===== src/core/smse_pkg.sv =====
package smse_pkg;
   localparam int          CHAR_W          = 8;
   localparam int          LEN_W           = 3;
   localparam int          BAUD_W          = 7;
   localparam logic [6:0]  BAUD_MIN        = 7'h03;
   localparam logic [7:0]  SHIFT_RESET     = 8'h00;
   localparam logic [7:0]  RXBUF_RESET     = 8'h00;
   localparam logic [3:0]  BITS_ZERO       = 4'h0;
   localparam int          SYNC_STAGES     = 3;
   localparam logic [6:0]  DIV_RESET       = 7'h00;
endpackage


===== src/core/smse_top.sv =====
`timescale 1ns/1ps
module smse_top (
   input  wire logic       CLK_IN,
   input  wire logic       RST_IN,
   input  wire logic       MASTER_MODE_IN,
   input  wire logic       TALK_ENABLE_IN,
   input  wire logic       CLOCK_PHASE_IN,
   input  wire logic       CLOCK_POLARITY_IN,
   input  wire logic [2:0] CHAR_LEN_IN,
   input  wire logic [6:0] BAUD_DIVIDER_IN,
   input  wire logic       COMPLETION_IRQ_ENABLE_IN,
   input  wire logic       OVERRUN_IRQ_ENABLE_IN,
   input  wire logic       STROBE_FUNCTION_SELECT_IN,
   input  wire logic       SOFTWARE_RESET_BIT_IN,
   input  wire logic       POWER_DOWN_IDLE_IN,
   input  wire logic       SHIFT_WRITE_IN,
   input  wire logic [7:0] SHIFT_WDATA_IN,
   input  wire logic       RXBUF_READ_IN,
   input  wire logic       OVERRUN_CLEAR_IN,
   input  wire logic       SERIAL_CLOCK_PIN_IN,
   output logic            SERIAL_CLOCK_PIN_OUT,
   output logic            SERIAL_CLOCK_PIN_OE_OUT,
   input  wire logic       MASTER_OUT_LINE_IN,
   output logic            MASTER_OUT_LINE_OUT,
   output logic            MASTER_OUT_LINE_OE_OUT,
   input  wire logic       SLAVE_OUT_LINE_IN,
   output logic            SLAVE_OUT_LINE_OUT,
   output logic            SLAVE_OUT_LINE_OE_OUT,
   input  wire logic       STROBE_PIN_IN,
   output logic            STROBE_GPIO_MODE_OUT,
   output logic [7:0]      RECEIVE_BUFFER_OUT,
   output logic [7:0]      EMULATION_BUFFER_OUT,
   output logic [7:0]      SHIFT_REGISTER_OUT,
   output logic            COMPLETION_FLAG_OUT,
   output logic            OVERRUN_FLAG_OUT,
   output logic            IRQ_OUT,
   output logic            BUSY_OUT
);
   typedef enum logic [1:0] {SMSE_IDLE, SMSE_LEAD, SMSE_RUN} smse_state_t;

   smse_state_t state_q, state_d;
   logic [7:0]  shift_q, shift_d;
   logic [7:0]  rxbuf_q, rxbuf_d;
   logic [3:0]  bits_q, bits_d;
   logic        inbit_q, inbit_d;
   logic        cflag_q, cflag_d;
   logic        oflag_q, oflag_d;
   logic        irq_q, irq_d;
   logic        sclk_q, sclk_d;
   logic        mosi_q, mosi_d;
   logic        miso_q, miso_d;
   logic        miso_oe_q, miso_oe_d;
   logic        sclk_oe_q, mosi_oe_q, gpio_q;
   logic        busy_q;
   logic        clk_s, clk_prev_q, mosi_s, miso_s, ste_s;
   logic        tick1, tick2;
   logic        soft_rst;
   logic        lead_edge, trail_edge, shift_edge, sample_edge;
   logic        slave_sel;
   logic        done;
   logic [3:0]  char_bits;
   logic        in_line;

   assign soft_rst  = SOFTWARE_RESET_BIT_IN;
   assign char_bits = {1'b0, CHAR_LEN_IN} + 4'h1;

   smse_sync u_sync_clk (.CLK_IN(CLK_IN), .RST_IN(RST_IN), .d_in(SERIAL_CLOCK_PIN_IN),
                         .rst_val_in(1'b0), .q_out(clk_s));
   smse_sync u_sync_mosi (.CLK_IN(CLK_IN), .RST_IN(RST_IN), .d_in(MASTER_OUT_LINE_IN),
                          .rst_val_in(1'b0), .q_out(mosi_s));
   smse_sync u_sync_miso (.CLK_IN(CLK_IN), .RST_IN(RST_IN), .d_in(SLAVE_OUT_LINE_IN),
                          .rst_val_in(1'b0), .q_out(miso_s));
   // Stored inverted so that after reset the select reads high (deselected).
   smse_sync u_sync_ste (.CLK_IN(CLK_IN), .RST_IN(RST_IN), .d_in(~STROBE_PIN_IN),
                         .rst_val_in(1'b1), .q_out(ste_s));

   smse_baud u_baud (.CLK_IN(CLK_IN), .RST_IN(RST_IN),
                     .run_in(MASTER_MODE_IN && state_q == SMSE_RUN && !soft_rst),
                     .baud_in(BAUD_DIVIDER_IN), .edge1_out(tick1), .edge2_out(tick2));

   assign slave_sel = !STROBE_FUNCTION_SELECT_IN || !ste_s;

   // Edges named by their role: the leading edge leaves idle level, trailing returns to it.
   always_comb begin
      if (MASTER_MODE_IN) begin
         lead_edge  = tick1;
         trail_edge = tick2;
      end else begin
         lead_edge  = slave_sel && (clk_s != CLOCK_POLARITY_IN) && (clk_prev_q == CLOCK_POLARITY_IN);
         trail_edge = slave_sel && (clk_s == CLOCK_POLARITY_IN) && (clk_prev_q != CLOCK_POLARITY_IN);
      end
      // without delay sample on the leading edge; with delay sample on the trailing one.
      sample_edge = CLOCK_PHASE_IN ? trail_edge : lead_edge;
      shift_edge  = CLOCK_PHASE_IN ? lead_edge : trail_edge;
      in_line     = MASTER_MODE_IN ? miso_s : mosi_s;
   end

   always_comb begin
      state_d = state_q;
      shift_d = shift_q;
      rxbuf_d = rxbuf_q;
      bits_d  = bits_q;
      inbit_d = inbit_q;
      cflag_d = cflag_q;
      oflag_d = oflag_q;
      done    = 1'b0;
      if (soft_rst) begin
         state_d = SMSE_IDLE;
         bits_d  = smse_pkg::BITS_ZERO;
      end else begin
         case (state_q)
            SMSE_IDLE: begin
               if (SHIFT_WRITE_IN) begin
                  shift_d = SHIFT_WDATA_IN;
                  if (MASTER_MODE_IN) begin
                     state_d = SMSE_RUN;
                  end
               end else if (!MASTER_MODE_IN && sample_edge) begin
                  state_d = SMSE_RUN;
                  inbit_d = in_line;
               end else if (!MASTER_MODE_IN && shift_edge) begin
                  state_d = SMSE_RUN;
               end
               bits_d = smse_pkg::BITS_ZERO;
            end
            default: begin
               if (sample_edge) begin
                  inbit_d = in_line;
               end
               // Without delay the first bit out is already on the line, so shift on the trailing edge.
               if (shift_edge && (CLOCK_PHASE_IN || state_q == SMSE_RUN)) begin
                  shift_d = {shift_q[6:0], (sample_edge ? in_line : inbit_q)};
                  bits_d  = 4'(bits_q + 4'h1);
                  if (4'(bits_q + 4'h1) == char_bits) begin
                     done = 1'b1;
                  end
               end
               if (done) begin
                  state_d = SMSE_IDLE;
                  bits_d  = smse_pkg::BITS_ZERO;
                  // Upper bits keep older data shifted left, the new character ends in the low bits.
                  rxbuf_d = shift_d;
                  cflag_d = 1'b1;
                  if (cflag_q && !RXBUF_READ_IN) begin
                     oflag_d = 1'b1;
                  end
               end
            end
         endcase
      end
      // Set wins over any clear in the same cycle.
      if (!done && (RXBUF_READ_IN || POWER_DOWN_IDLE_IN || soft_rst)) begin
         cflag_d = 1'b0;
      end
      if (OVERRUN_CLEAR_IN && !(done && cflag_q && !RXBUF_READ_IN)) begin
         oflag_d = 1'b0;
      end
      irq_d = (cflag_d && COMPLETION_IRQ_ENABLE_IN) || (oflag_d && OVERRUN_IRQ_ENABLE_IN);
   end

   always_comb begin
      sclk_d    = CLOCK_POLARITY_IN;
      if (MASTER_MODE_IN && state_q == SMSE_RUN && !soft_rst) begin
         sclk_d = sclk_q;
         if (tick1) begin
            sclk_d = !CLOCK_POLARITY_IN;
         end else if (tick2) begin
            sclk_d = CLOCK_POLARITY_IN;
         end
      end
      mosi_d    = shift_d[7];
      miso_d    = shift_d[7];
      miso_oe_d = !MASTER_MODE_IN && TALK_ENABLE_IN && slave_sel;
   end

   always_ff @(posedge CLK_IN) begin
      if (RST_IN) begin
         state_q    <= SMSE_IDLE;
         shift_q    <= smse_pkg::SHIFT_RESET;
         rxbuf_q    <= smse_pkg::RXBUF_RESET;
         bits_q     <= smse_pkg::BITS_ZERO;
         inbit_q    <= 1'b0;
         cflag_q    <= 1'b0;
         oflag_q    <= 1'b0;
         irq_q      <= 1'b0;
         sclk_q     <= 1'b0;
         mosi_q     <= 1'b0;
         miso_q     <= 1'b0;
         miso_oe_q  <= 1'b0;
         sclk_oe_q  <= 1'b0;
         mosi_oe_q  <= 1'b0;
         gpio_q     <= 1'b1;
         busy_q     <= 1'b0;
         clk_prev_q <= 1'b0;
      end else begin
         state_q    <= state_d;
         shift_q    <= shift_d;
         rxbuf_q    <= rxbuf_d;
         bits_q     <= bits_d;
         inbit_q    <= inbit_d;
         cflag_q    <= cflag_d;
         oflag_q    <= oflag_d;
         irq_q      <= irq_d;
         sclk_q     <= sclk_d;
         mosi_q     <= mosi_d;
         miso_q     <= miso_d;
         miso_oe_q  <= miso_oe_d;
         sclk_oe_q  <= MASTER_MODE_IN;
         mosi_oe_q  <= MASTER_MODE_IN && TALK_ENABLE_IN;
         gpio_q     <= MASTER_MODE_IN || !STROBE_FUNCTION_SELECT_IN;
         busy_q     <= state_d != SMSE_IDLE;
         clk_prev_q <= clk_s;
      end
   end

   assign SERIAL_CLOCK_PIN_OUT    = sclk_q;
   assign SERIAL_CLOCK_PIN_OE_OUT = sclk_oe_q;
   assign MASTER_OUT_LINE_OUT     = mosi_q;
   assign MASTER_OUT_LINE_OE_OUT  = mosi_oe_q;
   assign SLAVE_OUT_LINE_OUT      = miso_q;
   assign SLAVE_OUT_LINE_OE_OUT   = miso_oe_q;
   assign STROBE_GPIO_MODE_OUT    = gpio_q;
   assign RECEIVE_BUFFER_OUT      = rxbuf_q;
   assign EMULATION_BUFFER_OUT    = rxbuf_q;
   assign SHIFT_REGISTER_OUT      = shift_q;
   assign COMPLETION_FLAG_OUT     = cflag_q;
   assign OVERRUN_FLAG_OUT        = oflag_q;
   assign IRQ_OUT                 = irq_q;
   assign BUSY_OUT                = busy_q;

   property p_irq_follows;
      @(posedge CLK_IN) disable iff (RST_IN)
      (cflag_q && COMPLETION_IRQ_ENABLE_IN) |=> irq_q || $past(!COMPLETION_IRQ_ENABLE_IN) || !cflag_q;
   endproperty
   a_irq_follows: assert property (p_irq_follows) else $error("interrupt missing for pending flag");

   property p_done_sets_flag;
      @(posedge CLK_IN) disable iff (RST_IN) done |=> cflag_q && rxbuf_q == $past(shift_d);
   endproperty
   a_done_sets_flag: assert property (p_done_sets_flag) else $error("completion not recorded");

   property p_overrun_set;
      @(posedge CLK_IN) disable iff (RST_IN) (done && cflag_q && !RXBUF_READ_IN) |=> oflag_q;
   endproperty
   a_overrun_set: assert property (p_overrun_set) else $error("overrun not flagged");

   property p_overrun_sticky;
      @(posedge CLK_IN) disable iff (RST_IN) (oflag_q && !OVERRUN_CLEAR_IN) |=> oflag_q;
   endproperty
   a_overrun_sticky: assert property (p_overrun_sticky) else $error("overrun dropped");

   property p_read_clears;
      @(posedge CLK_IN) disable iff (RST_IN) (RXBUF_READ_IN && !done) |=> !cflag_q;
   endproperty
   a_read_clears: assert property (p_read_clears) else $error("flag not cleared by read");

   property p_talk_off;
      @(posedge CLK_IN) disable iff (RST_IN) !TALK_ENABLE_IN |=> !SLAVE_OUT_LINE_OE_OUT && !MASTER_OUT_LINE_OE_OUT;
   endproperty
   a_talk_off: assert property (p_talk_off) else $error("driving while talk is off");

   property p_master_start;
      @(posedge CLK_IN) disable iff (RST_IN)
      (state_q == SMSE_IDLE && MASTER_MODE_IN && SHIFT_WRITE_IN && !soft_rst) |=> BUSY_OUT;
   endproperty
   a_master_start: assert property (p_master_start) else $error("write did not start master");

   property p_bit_count;
      @(posedge CLK_IN) disable iff (RST_IN) bits_q <= char_bits;
   endproperty
   a_bit_count: assert property (p_bit_count) else $error("bit count beyond length");
endmodule


===== src/core/smse_sync.sv =====
`timescale 1ns/1ps
// Three-stage input synchroniser; the output only moves when stages two and three agree.
module smse_sync (
   input  wire logic CLK_IN,
   input  wire logic RST_IN,
   input  wire logic d_in,
   input  wire logic rst_val_in,
   output logic      q_out
);
   logic s1_q, s2_q, s3_q, q_q;
   logic q_d;

   always_comb begin
      q_d = q_q;
      if (s2_q == s3_q) begin
         q_d = s3_q;
      end
   end

   always_ff @(posedge CLK_IN) begin
      if (RST_IN) begin
         s1_q <= 1'b0;
         s2_q <= 1'b0;
         s3_q <= 1'b0;
         q_q  <= 1'b0;
      end else begin
         s1_q <= d_in;
         s2_q <= s1_q;
         s3_q <= s2_q;
         q_q  <= q_d;
      end
   end

   assign q_out = q_q ^ rst_val_in;
endmodule


===== src/core/smse_baud.sv =====
`timescale 1ns/1ps
// Master bit-rate divider: one half-period tick pair per bit, the half after edge1 takes the extra cycle on odd counts.
module smse_baud (
   input  wire logic       CLK_IN,
   input  wire logic       RST_IN,
   input  wire logic       run_in,
   input  wire logic [6:0] baud_in,
   output logic            edge1_out,
   output logic            edge2_out
);
   logic [6:0] cnt_q, cnt_d;
   logic       half_q, half_d;
   logic [7:0] period;
   logic [6:0] first_len;
   logic [6:0] second_len;

   always_comb begin
      // Settings below the minimum all give the fastest rate of a quarter of the clock.
      period     = (baud_in < smse_pkg::BAUD_MIN) ? 8'h04 : ({1'b0, baud_in} + 8'h01);
      first_len  = period[7:1];
      second_len = 7'(period - {1'b0, period[7:1]});
      cnt_d      = cnt_q;
      half_d     = half_q;
      edge1_out  = 1'b0;
      edge2_out  = 1'b0;
      if (!run_in) begin
         cnt_d  = smse_pkg::DIV_RESET;
         half_d = 1'b0;
      end else if (!half_q && cnt_q == 7'(first_len - 7'h01)) begin
         cnt_d     = smse_pkg::DIV_RESET;
         half_d    = 1'b1;
         edge1_out = 1'b1;
      end else if (half_q && cnt_q == 7'(second_len - 7'h01)) begin
         cnt_d     = smse_pkg::DIV_RESET;
         half_d    = 1'b0;
         edge2_out = 1'b1;
      end else begin
         cnt_d = 7'(cnt_q + 7'h01);
      end
   end

   always_ff @(posedge CLK_IN) begin
      if (RST_IN) begin
         cnt_q  <= smse_pkg::DIV_RESET;
         half_q <= 1'b0;
      end else begin
         cnt_q  <= cnt_d;
         half_q <= half_d;
      end
   end
endmodule


===== config.mk =====
export PLATFORM = sky130hd
export DESIGN_NAME = smse_top
export DESIGN_NICKNAME = d
export VERILOG_FILES = /design/src/core/smse_pkg.sv /design/src/core/smse_top.sv /design/src/core/smse_sync.sv /design/src/core/smse_baud.sv
export SDC_FILE = /design/constraint.sdc
export NUM_CORES = 1
export LEC_CHECK = 0
export BUFFER_PORTS_ARGS = -buffer_cell sky130_fd_sc_hd__buf_2
export CORE_MARGIN = 10
export CORE_UTILIZATION = 59
export DETAILED_ROUTE_END_ITERATION = 16
export HOLD_SLACK_MARGIN = 0.06
export PLACE_DENSITY = 0.83
export SLEW_MARGIN = 30
export SYNTH_ARGS = -nofsm -noshare
export SYNTH_HDL_FRONTEND = slang
export SYNTH_SLANG_ARGS = --single-unit

===== constraint.sdc =====
create_clock -name CLK_IN -period 9 [get_ports CLK_IN]
set_input_delay 0.45 -clock CLK_IN [delete_from_list [all_inputs] [get_ports CLK_IN]]
set_output_delay 0.45 -clock CLK_IN [all_outputs]
set_load 0.05 [all_outputs]

Word level (Yosys, flattened, before mapping)
Cells that the tools add are included.
W data, S select, Z words.
{ "classes": {"add_sub_neg": 7, "n_lt_le_gt_ge": 1, "n_eq_ne": 16, "n_mux": 45, "bitwise": 4, "reduce_logical": 44} }
{ "ops": {"columns": ["op", "n"], "rows": [
  ["$mux W1", 34],
  ["$mux W8", 4],
  ["$logic_and A1 B1 Y1", 21],
  ["$eq A7 B7 Y1", 2],
  ["$mux W2", 7],
  ["$sub A7 B1 Y7 const B", 2],
  ["$add A7 B1 Y8 const B", 1],
  ["$logic_not A1 Y1", 8],
  ["$reduce_or A4 Y1", 2],
  ["$add A7 B1 Y7 const B", 1],
  ["$lt A7 B2 Y1 const B", 1],
  ["$sub A7 B7 Y7", 1],
  ["$eq A1 B1 Y1", 6],
  ["$logic_or A1 B1 Y1", 6],
  ["$ne A2 B2 Y1 const B", 3],
  ["$reduce_and A3 Y1", 2],
  ["$add A3 B1 Y4 const B", 1],
  ["$add A4 B1 Y4 const B", 1],
  ["$eq A4 B4 Y1", 1],
  ["$not A1 Y1", 4],
  ["$reduce_bool A2 Y1", 2],
  ["$ne A3 B3 Y1 const B", 1],
  ["$eq A2 B2 Y1 const B", 1],
  ["$logic_not A2 Y1", 1],
  ["other kinds (3)", 4]
]} }
{ "totals": {"register_bits": 57, "inputBits": 36} }

Logic depth before layout (Yosys ltp)
Gate-level depths: netlist of run 1.
{ "logic_depth": {"ltp_word": 24, "depth_mapped": 15, "mapped_depth_nobuf": 14} }

Cells and area by module
From an unflattened synthesis of run 1, not the netlist that was laid out.
{ "hier_totals": {"hier_cells": 390, "hier_area_um2": 3529.6} }
{ "modules_own_cells": {"columns": ["mod", "n_inst", "cells_each", "area_per_inst_um2", "seq_area_each_um2"], "rows": [
  ["smse_top", 1, 203, 1810.5, 660.6],
  ["smse_baud", 1, 143, 1233.7, 160.2],
  ["smse_sync", 4, 11, 121.4, 80.1]
]} }

Worst setup path after synthesis of run 1
OpenSTA, ideal clock, no wires.
{ "synth_path": {"path_kind": "in2reg", "startpoint": "input port BAUD_DIVIDER_IN[1]", "endpoint": "register shift_q[7] (netlist: SHIFT_REGISTER_OUT[7])", "setup_ns": 0.060, "arrival_ns": 3.664, "required_ns": 8.940, "slack_ns": 5.277, "cell_stages": 14, "path_buffers": 0, "path_cell_list": "a211o_1 -> or4_4 -> nor2b_1 -> ha_1 -> fa_1 -> nand2b_1 -> a21oi_1 -> a221oi_1 -> o21a_1 -> o211a_1 -> a21oi_1 -> or4b_1 -> o211ai_2 -> o221a_2"} }
{ "synth_between": {"elab_chain_cells": 14} }
{ "synth_rtl": {"columns": ["element", "line", "source"], "rows": [
  ["start, declared", "smse_top.sv:10", "input wire logic [6:0] BAUD_DIVIDER_IN,"],
  ["$add A7 B1 Y8 / $lt A7 B2 Y1 (equally long branches)", "smse_baud.sv:19", "period = (baud_in < smse_pkg::BAUD_MIN) ? 8'h04 : ({1'b0, baud_in} + 8'h01);"],
  ["$mux W8 (*)", "smse_baud.sv:19", null],
  ["$sub A7 B7 Y7", "smse_baud.sv:21", "second_len = 7'(period - {1'b0, period[7:1]});"],
  ["$sub A7 B1 Y7", "smse_baud.sv:33", "end else if (half_q && cnt_q == 7'(second_len - 7'h01)) begin"],
  ["$eq A7 B7 Y1", "smse_baud.sv:33", null],
  ["$logic_and A1 B1 Y1", "smse_baud.sv:33", null],
  ["$mux W1", "smse_baud.sv:33", null],
  ["$mux W1", "smse_baud.sv:29", "end else if (!half_q && cnt_q == 7'(first_len - 7'h01)) begin"],
  ["$mux W1", "smse_baud.sv:26", "if (!run_in) begin"],
  ["$mux W1", "smse_top.sv:85", "if (MASTER_MODE_IN) begin"],
  ["$mux W1 (*)", "smse_top.sv:94", "shift_edge = CLOCK_PHASE_IN ? lead_edge : trail_edge;"],
  ["$logic_and A1 B1 Y1 (*)", "smse_top.sv:131", "if (shift_edge && (CLOCK_PHASE_IN || state_q == SMSE_RUN)) begin"],
  ["$mux W8 (*)", "smse_top.sv:131", null],
  ["$mux W8 (*)", "smse_top.sv:111", "case (state_q)"],
  ["end signal, assigned", "smse_top.sv:179", "shift_q <= smse_pkg::SHIFT_RESET;"],
  ["end signal, assigned", "smse_top.sv:197", "shift_q <= shift_d;"],
  ["end, declared", "smse_top.sv:42", "logic [7:0] shift_q, shift_d;"]
]} }
Every way passes the cells marked *; elsewhere a longest branch is shown, timed or not.
A chain may end at the register's enable or synchronous reset.

Final worst setup path of run 1
{ "layout_path": {"startpoint": "input port BAUD_DIVIDER_IN[1]", "endpoint": "register rxbuf_q[0] (netlist: EMULATION_BUFFER_OUT[0])"} }
{ "layout_between": {"elab_chain_cells": 16} }
{ "layout_rtl": {"columns": ["element", "line", "source"], "rows": [
  ["$add A7 B1 Y8 / $lt A7 B2 Y1 (equally long branches)", "smse_baud.sv:19", null],
  ["$mux W8 (*)", "smse_baud.sv:19", null],
  ["$sub A7 B7 Y7", "smse_baud.sv:21", null],
  ["$sub A7 B1 Y7", "smse_baud.sv:33", null],
  ["$eq A7 B7 Y1", "smse_baud.sv:33", null],
  ["$logic_and A1 B1 Y1", "smse_baud.sv:33", null],
  ["$mux W1", "smse_baud.sv:33", null],
  ["$mux W1", "smse_baud.sv:29", null],
  ["$mux W1", "smse_baud.sv:26", null],
  ["$mux W1", "smse_top.sv:85", null],
  ["$mux W1", "smse_top.sv:94", null],
  ["$logic_and A1 B1 Y1", "smse_top.sv:131", null],
  ["$mux W1", "smse_top.sv:131", null],
  ["$mux W1", "smse_top.sv:111", null],
  ["$mux W1", "smse_top.sv:107", "if (soft_rst) begin"],
  ["$reduce_and A3 Y1 (no line)", null, null],
  ["end signal, assigned", "smse_top.sv:180", "rxbuf_q <= smse_pkg::RXBUF_RESET;"],
  ["end signal, assigned", "smse_top.sv:198", "rxbuf_q <= rxbuf_d;"],
  ["end, declared", "smse_top.sv:43", "logic [7:0] rxbuf_q, rxbuf_d;"]
]} }
Every way passes the cells marked *; elsewhere a longest branch is shown, timed or not. The select of a mux whose other input is x is not followed.

==> results.cfg, run 1 <==
[global_route]
grt_usage = 0.172
grt_pass1_vias = 2827
grt_max_degree = 46
globalRouteOverflowTotal = 0
antenna_found_initial = 1
grt_pass1_wl_um = 12700

[layout]
final_common_cell = buf_2
drive_gt1_frac = 0.234
antenna_cells = 0
nNetsFinal = 504
final.fill_count = 429
syn2layout_area_growth_pct = 16.1
fin_area_um2 = 3900
final_cell_mix = 70 x buf_2, 57 x dfxtp_1, 49 x nor2_1, 24 x xnor2_1, 23 x nand2_1

[clock_network]
cts-root-buf = clkbuf_8
clk_latency_ns = 0.33
path_clk_slew_ns = 0.07
postCtsSetupBuffers = 0
cts_tree = built
cts_max_level = 3
postCtsHoldBufs = 0
cts_resized = 0
clk_path_buf_depth = 2
cts.sinks = 57
cts_made_buffers = 9

[timing]
min_period_ns = 4.08
skew_ns = 0.0132
tightest_slew_ns = 0.758
drv_slew = 0
finalSetupTns_ns = 0
max_freq_mhz = 245
period_share = 0.454
rsz0062_at_grt = false
hold_viol = 0
slew-limit-headroom = 0.495
setup_violations = 0

[drt]
drcViolationCount = 0
avgRoutedWirePerCell_um = 14.8
ant_nets = 0
firstDrtPassIters = 4
drt_wl_total_um = 7790
viasPerCell = 5.58
vias = 2932
drt_iter0_markers = 157

[outcome]
outcome = finished, final reports clean

[yosys]
synth-seq-cells = 57
yosysSeqAreaShare = 0.340
synthArstFlopShare = 0
synth-edff-count = 0
yosys_warnings = 0
syn_inst = 385
synth_top_area_frac = 0.340
synth_area_leader_cell = dfxtp_1
synth_cell_type_count = 58
syn_nets = 441
netlist_area_um2 = 3360
yosys-top-cells-area = dfxtp_1 34%, ha_1 7.1%, xnor2_1 6.3%
ys.flop_type = dfxtp_1
avgSynthCellArea_um2 = 8.73

[power]
powerDensity_nw_per_um2 = 160
ir_worst_vdd_mv = 0.148
leakagePower_uw = 0.00175

[place]
place.gp.congestion = 0.794
place_hpwl_um = 6090
dpl_cell_area_um2 = 3690
io_buffer_count = 70

[worst_setup_path]
crit_family = simple AND/OR/NAND/NOR gates
reg2reg_depth = 9
required_ns = 9.18
endpoint_kind = flop
critical_path_arrival_ns = 4.27
reg2reg_slack_ns = 5.92
worstPathCellList = buf_2, a211o_1, or4_4, and2_1, ha_1, nand2b_1, and2_1, nor4_1, o221ai_1, a211o_1, o21ai_1, nand4b_1, nor3_1, a211oi_1
path_buf_inv = 1
slowest_delay_ns = 0.56
regToRegEndpoint = EMULATION_BUFFER_OUT[0]
crit_fanout = 10
startpoint_type = input port
r2r-start = u_baud.cnt_q[4]
crit_type = input port to flop
crit_path_top_delay_cell = nand4b_1

[worst_hold_path]
hold_class = input port to flop
hold_depth = 2
hp-start = STROBE_PIN_IN
min_delay_worst_endpoint = u_sync_ste.s1_q

[die]
die_x_um = 95.5
ios = 71
die_h_um = 95.5
die_area_um2 = 9110
rows = 27
initial_utilization = 0.610
core-area_um2 = 5510

[flow_run]
drv_cap = 0
-- area by class of cell --
| type | instances | area, um2 | area share |
|---|---|---|---|
| timing repair buffer | 71 | 358 | 0.0918 |
| tap | 72 | 90.1 | 0.0231 |
| clock buffer | 11 | 151 | 0.0388 |
| inverter | 14 | 52.6 | 0.0135 |
| sequential | 57 | 1140 | 0.293 |
| clock inverter | 5 | 53.8 | 0.0138 |
| multi-input combinational | 295 | 2050 | 0.526 |
-- per-stage QoR --
step           utilization  hold WS [ns]  setup slack, ns  cells  power (uW)
2_1_floorplan            -         0.414             5.28    385         358
3_3_place_gp         0.671         0.416             4.77    509         384
3_5_place_dp         0.671         0.428             4.60    509         388
4_1_cts              0.708         0.258             4.94    525         629
5_1_grt              0.708         0.264             4.62    525         652
6_report             0.708         0.270             4.92    525         625
-- cell usage after synthesis, types with 4 or more instances --
| master | number |
|---|---|
| nor2_1 | 49 |
| xnor2_1 | 24 |
| a21oi_1 | 16 |
| nand2b_1 | 6 |
| inv_1 | 14 |
| nand2_1 | 23 |
| nand3_1 | 7 |
| o221a_2 | 7 |
| nor3_1 | 12 |
| and3_1 | 5 |
| clkbuf_1 | 7 |
| buf_4 | 11 |
| mux2i_1 | 10 |
| xor2_1 | 10 |
| a31oi_1 | 4 |
| and2_1 | 6 |
| dfxtp_1 | 57 |
| ha_1 | 19 |
| or4b_1 | 4 |
| nor2b_1 | 20 |
| o21ai_0 | 12 |
-- worst max-delay path by stage --
stage | from | endpoint | cells after the start
finish | BAUD_DIVIDER_IN[1] | EMULATION_BUFFER_OUT[0] | 14
global route | BAUD_DIVIDER_IN[1] | EMULATION_BUFFER_OUT[0] | 15
CTS | BAUD_DIVIDER_IN[1] | EMULATION_BUFFER_OUT[0] | 15
detailed placement | BAUD_DIVIDER_IN[1] | EMULATION_BUFFER_OUT[0] | 15
global placement | BAUD_DIVIDER_IN[1] | EMULATION_BUFFER_OUT[0] | 15
floorplan | BAUD_DIVIDER_IN[1] | SHIFT_REGISTER_OUT[7] | 14
-- sequential cells by signal, summed over array words and instances, names as in the netlist, 2 cells and up --
name,cells
bits_q,4
EMULATION_BUFFER_OUT,8
u_baud.cnt_q,7
state_q,2
SHIFT_REGISTER_OUT,8
-- metal layers --
metal | global-route usage | part of all wire
met5 | 0 | 0.00090
met1 | 0.195 | 0.42
met3 | 0.0621 | 0.066
met4 | 0.0553 | 0.015
met2 | 0.295 | 0.50
-- cells by family after synthesis --
family,Yosys count,synth area share
and+or+nand+nor,155,0.243
AOI/OAI and AO/OA,75,0.166
DFF,57,0.340
xor gates and xnor gates,35,0.0953
buffers and inverters,33,0.0495
adders and majority gates,20,0.0767
muxes,10,0.0298
-- worst register-to-register path, stage by stage, from the launching register on --
cell      delay (ns)
dfxtp_1         0.46
xnor2_1         0.13
and3_1          0.24
nor4_1          0.27
o221ai_1        0.27
a211o_1         0.36
o21ai_1         0.18
nand4b_1        0.56
nor3_1          0.38
a211oi_1        0.09
-- where the power goes --
part	internal (uW)	switching, uW	total, uW
combinational	48.2	71.4	120
clock	142	99.9	242
sequential	259	4.43	263
total	449	176	625
(Power assumes the default switching activity.)
==> run 2, diff against run 1 <==
--- a/config.mk
+++ b/config.mk
@@ -7,10 +7,10 @@
 export LEC_CHECK = 0
 export BUFFER_PORTS_ARGS = -buffer_cell sky130_fd_sc_hd__buf_2
 export CORE_MARGIN = 10
-export CORE_UTILIZATION = 59
+export CORE_UTILIZATION = 55
 export DETAILED_ROUTE_END_ITERATION = 16
 export HOLD_SLACK_MARGIN = 0.06
-export PLACE_DENSITY = 0.83
+export PLACE_DENSITY = 0.78
 export SLEW_MARGIN = 30
 export SYNTH_ARGS = -nofsm -noshare
 export SYNTH_HDL_FRONTEND = slang
==> constraint.sdc (replaced) <==
create_clock -name CLK_IN -period 4.1 [get_ports CLK_IN]
set_input_delay 0.205 -clock CLK_IN [delete_from_list [all_inputs] [get_ports CLK_IN]]
set_output_delay 0.205 -clock CLK_IN [all_outputs]
set_load 0.05 [all_outputs]
==> run 2 against run 1 <==
Effect of this change: power increased by 120%; sequential share of layout area decreased by 0.24 points; sequential power is 120% higher; largest cell class unchanged; largest power group unchanged.
==> results.cfg, run 2 (synthesized netlist as in run 1, its figures left out) <==
[outcome]
outcome = finished, final reports clean

[die]
core-area_um2 = 5920
die_x_um = 98.2
initial_utilization = 0.567
ios = 71
die_area_um2 = 9630
rows = 28
die_h_um = 98.2

[drt]
vias = 2892
drt_iter0_markers = 154
viasPerCell = 5.45
avgRoutedWirePerCell_um = 14.7
drt_wl_total_um = 7800
firstDrtPassIters = 4
ant_nets = 0
drcViolationCount = 0

[clock_network]
postCtsHoldBufs = 1
cts_resized = 0
postCtsSetupBuffers = 0
clk_path_buf_depth = 2
cts.sinks = 57
clk_latency_ns = 0.33
cts_tree = built
path_clk_slew_ns = 0.06
cts_max_level = 3
cts-root-buf = clkbuf_8
cts_made_buffers = 9

[global_route]
grt_usage = 0.161
antenna_found_initial = 1
globalRouteOverflowTotal = 0
grt_pass1_wl_um = 13100
grt_pass1_vias = 2930
grt_max_degree = 46

[timing]
slew-limit-headroom = 0.500
drv_slew = 0
skew_ns = 0.00739
hold_viol = 0
setup_violations = 0
max_freq_mhz = 277
min_period_ns = 3.61
period_share = 0.882
rsz0062_at_grt = false
finalSetupTns_ns = 0
tightest_slew_ns = 0.750
whs_ns = 0.0810

[layout]
syn2layout_area_growth_pct = 17.0
final_common_cell = buf_2
fin_area_um2 = 3930
antenna_cells = 0
instances_no_fill = 531
final_cell_mix = 70 x buf_2, 57 x dfxtp_1, 49 x nor2_1, 24 x xnor2_1, 23 x nand2_1
nNetsFinal = 507
drive_gt1_frac = 0.235

[worst_setup_path]
startpoint_type = input port
worstPathCellList = buf_2, a211o_1, or4_4, and2_1, ha_1, nand2b_1, and2_1, nor4_1, o221ai_1, a211oi_2, a21oi_2, a21oi_2, or4b_1, a21oi_1
crit_fanout = 6
critical_path_arrival_ns = 3.88
endpoint_kind = flop
crit_path_top_delay_cell = or4b_1
required_ns = 4.36
path_buf_inv = 1
crit_type = input port to flop
slowest_delay_ns = 0.47
crit_family = simple AND/OR/NAND/NOR gates

[place]
dpl_cell_area_um2 = 3720
io_buffer_count = 70
place.gp.congestion = 0.824
place_inst = 514
place_hpwl_um = 6100

[worst_hold_path]
hold_class = input port to flop

[power]
leakagePower_uw = 0.00176
ir_worst_vdd_mv = 0.267
powerDensity_nw_per_um2 = 344

[flow_run]
drv_cap = 0
[run 2: changes by cell type in the layout (fill, tap and decap cells not counted), sizes merged]
cell         previous run  this run
buf                    71        73
clkinv                  4         2
clkinvlp                0         2
dlygate4sd3             0         1
[run 2: where the power goes]
part	switching, uW	leakage [uW]	internal, uW	total (uW)
sequential	9.67	0.000464	568	578
combinational	156	0.00120	108	263
clock	217	0.0000953	295	511
[run 2: stage by stage]
step | utilization | setup slack [ns] | total power, uW
after floorplan | - | 0.622 | 785
after global placement | 0.629 | 0.269 | 843
after detailed placement | 0.629 | 0.172 | 851
after CTS | 0.664 | 0.520 | 1360
after global routing | 0.664 | 0.229 | 1420
final | 0.664 | 0.486 | 1350
[run 2: per-layer routing]
layer,part of all wire,global-route usage,up-vias
li1,-,-,1486
met1,0.42,0.177,1330
met2,0.50,0.274,63
met3,0.065,0.0620,13
met4,0.012,0.0639,0
met5,0,0,-
[run 2: cell type report]
cell class                 instances  area (um2)
tap                               75        93.8
clock inverter                     5        55.1
fill                             515        1990
clock buffer                      11         141
sequential                        57        1140
multi-input combinational        295        2050
timing repair buffer              74         395
inverter                          14        52.6
[run 2: worst register-to-register path, cell delays in order, from the launching register on]
cell,delay [ns]
dfxtp_1,0.47
xnor2_1,0.13
and3_1,0.23
nor4_1,0.27
o221ai_1,0.27
a211oi_2,0.36
a21oi_2,0.14
a21oi_2,0.32
or4b_1,0.47
a21oi_1,0.14
[run 2: worst paths after layout]
check / start / to / slack [ns] / depth (start not counted)
min reg2reg: u_sync_ste.s1_q / u_sync_ste.s2_q / 0.43 / 1
max reg2reg: u_baud.cnt_q[4] / bits_q[3] / 1.22 / 9
min: SERIAL_CLOCK_PIN_IN / u_sync_clk.s1_q / 0.08 / 2
max: BAUD_DIVIDER_IN[2] / bits_q[3] / 0.49 / 14
==> run 3, diff against run 2 <==
--- a/config.mk
+++ b/config.mk
@@ -8,6 +8,7 @@
 export BUFFER_PORTS_ARGS = -buffer_cell sky130_fd_sc_hd__buf_2
 export CORE_MARGIN = 10
 export CORE_UTILIZATION = 55
+export CTS_BUF_LIST = sky130_fd_sc_hd__clkbuf_16
 export DETAILED_ROUTE_END_ITERATION = 16
 export HOLD_SLACK_MARGIN = 0.06
 export PLACE_DENSITY = 0.78
==> run 3 against run 2 <==
Effect of this change: first-iteration DRC count is 4.5% lower; cell count stayed put; worst hold slack better by 0.010 ns; non-clock buffer count stayed put; count of clock-buffer cells in the layout is 2 lower; via count is 0.48% higher; utilization is 1.5 points higher; setup slack worse by 0.023 ns; die area stayed put; wire length is 2.0% higher; critical path depth is 1 higher; critical path type unchanged; largest power group is now clock; highest routed layer unchanged.
==> results.cfg, run 3 (synthesized netlist as in run 1, its figures left out) <==
[layout]
instances_no_fill = 531
final_cell_mix = 70 x buf_2, 57 x dfxtp_1, 49 x nor2_1, 24 x xnor2_1, 23 x nand2_1
seqCellArea_um2 = 1140
syn2layout_area_growth_pct = 19.7
final_common_cell = buf_2
nNetsFinal = 507
utilization = 0.679
drive_gt1_frac = 0.232
antenna_cells = 0
final.fill_count = 494
multi_input_area_um2 = 2050

[worst_setup_path]
crit_start = BAUD_DIVIDER_IN[2]
crit_type = input port to flop
reg2reg_depth = 9
startpoint_type = input port
crit_fanout = 8
critical_path_arrival_ns = 3.90
endpoint_kind = flop
required_ns = 4.36
r2r-start = u_baud.cnt_q[4]
reg2reg_slack_ns = 1.23

[clock_network]
clk_path_buf_depth = 2
cts_resized = 0
cts.sinks = 57
clk_latency_ns = 0.32
cts-root-buf = clkbuf_16
path_clk_slew_ns = 0.05
cts_made_buffers = 9
cts_tree = built
cts_max_level = 3

[die]
die_h_um = 98.2
rows = 28
die_x_um = 98.2
die_area_um2 = 9630
initial_utilization = 0.567
core-area_um2 = 5920
ios = 71

[global_route]
grt_usage = 0.164
globalRouteOverflowTotal = 0
antenna_found_initial = 1
grt_pass1_vias = 2940
grt_max_degree = 46
grt_pass1_wl_um = 13400

[drt]
avgRoutedWirePerCell_um = 15.0
ant_nets = 0
drt_iter0_markers = 147
drcViolationCount = 0
vias = 2906
drt_wl_total_um = 7960
firstDrtPassIters = 4
viasPerCell = 5.47

[timing]
period_share = 0.887
hold_viol = 0
drv_slew = 0
min_period_ns = 3.64
rsz0062_at_grt = false
finalSetupTns_ns = 0
slew-limit-headroom = 0.488
max_freq_mhz = 275
skew_ns = 0.00468
whs_ns = 0.0914
tightest_slew_ns = 0.768
setup_violations = 0

[worst_hold_path]
hold_depth = 2
hp-start = SERIAL_CLOCK_PIN_IN
hold_class = input port to flop

[place]
io_buffer_count = 70
place_hpwl_um = 6100
place_inst = 514
place.gp.congestion = 0.824

[power]
leakagePower_uw = 0.00180
ir_worst_vdd_mv = 0.321
powerDensity_nw_per_um2 = 385

[outcome]
outcome = finished, final reports clean

[flow_run]
drv_cap = 0
run 3: changes by cell type in the layout (fill, tap and decap cells not counted):
cell	before	now
clkbuf_1	1	0
clkinv_1	0	1
clkbuf_8	10	0
clkbuf_16	0	9
inv_1	14	15
run 3: worst paths after layout:
kind,endpoint
worst min-delay path,u_sync_clk.s1_q
worst min register to register,u_sync_ste.s2_q
worst max-delay path,SHIFT_REGISTER_OUT[6]
worst max register to register,bits_q[3]
run 3: area by class of cell:
cell class,count,area share
sequential,57,0.284
tap,75,0.0233
clock inverter,7,0.0156
timing repair buffer,74,0.0983
clock buffer,9,0.0560
multi-input combinational,295,0.510
inverter,14,0.0131
run 3: worst max-delay path: stages:
cell	delay [ns]
buf_2	0.14
a211o_1	0.29
or4_4	0.46
nor2b_1	0.16
ha_1	0.20
fa_1	0.40
xnor2_1	0.21
xnor2_1	0.14
nand4_1	0.11
nor3_1	0.22
o211a_1	0.29
a21oi_1	0.12
or4b_1	0.49
o211ai_2	0.18
o221a_2	0.27
run 3: what timing repair did:
action / in CTS / in global routing
hold buffers: 1 / 0
buffers inserted: 0 / 0
hold endpoints to repair: 1 / 0
run 3: stage by stage:
stage	total power (uW)	setup slack [ns]	instance area, um2
2_1_floorplan	785	0.622	3360
3_3_place_gp	843	0.269	3720
3_5_place_dp	851	0.172	3720
4_1_cts	1560	0.492	4020
5_1_grt	1620	0.200	4020
6_report	1550	0.462	4020
run 3: routing by layer:
metal  share of wire  track usage
met5               0            0
met4           0.012       0.0529
met3           0.061       0.0662
met2            0.49        0.280
met1            0.43        0.181
run 3: where the power goes:
group          switching [uW]  internal (uW)  total, uW
Combinational             157            108        265
Sequential               9.59            569        579
Clock                     245            462        707
Total                     411           1140       1550
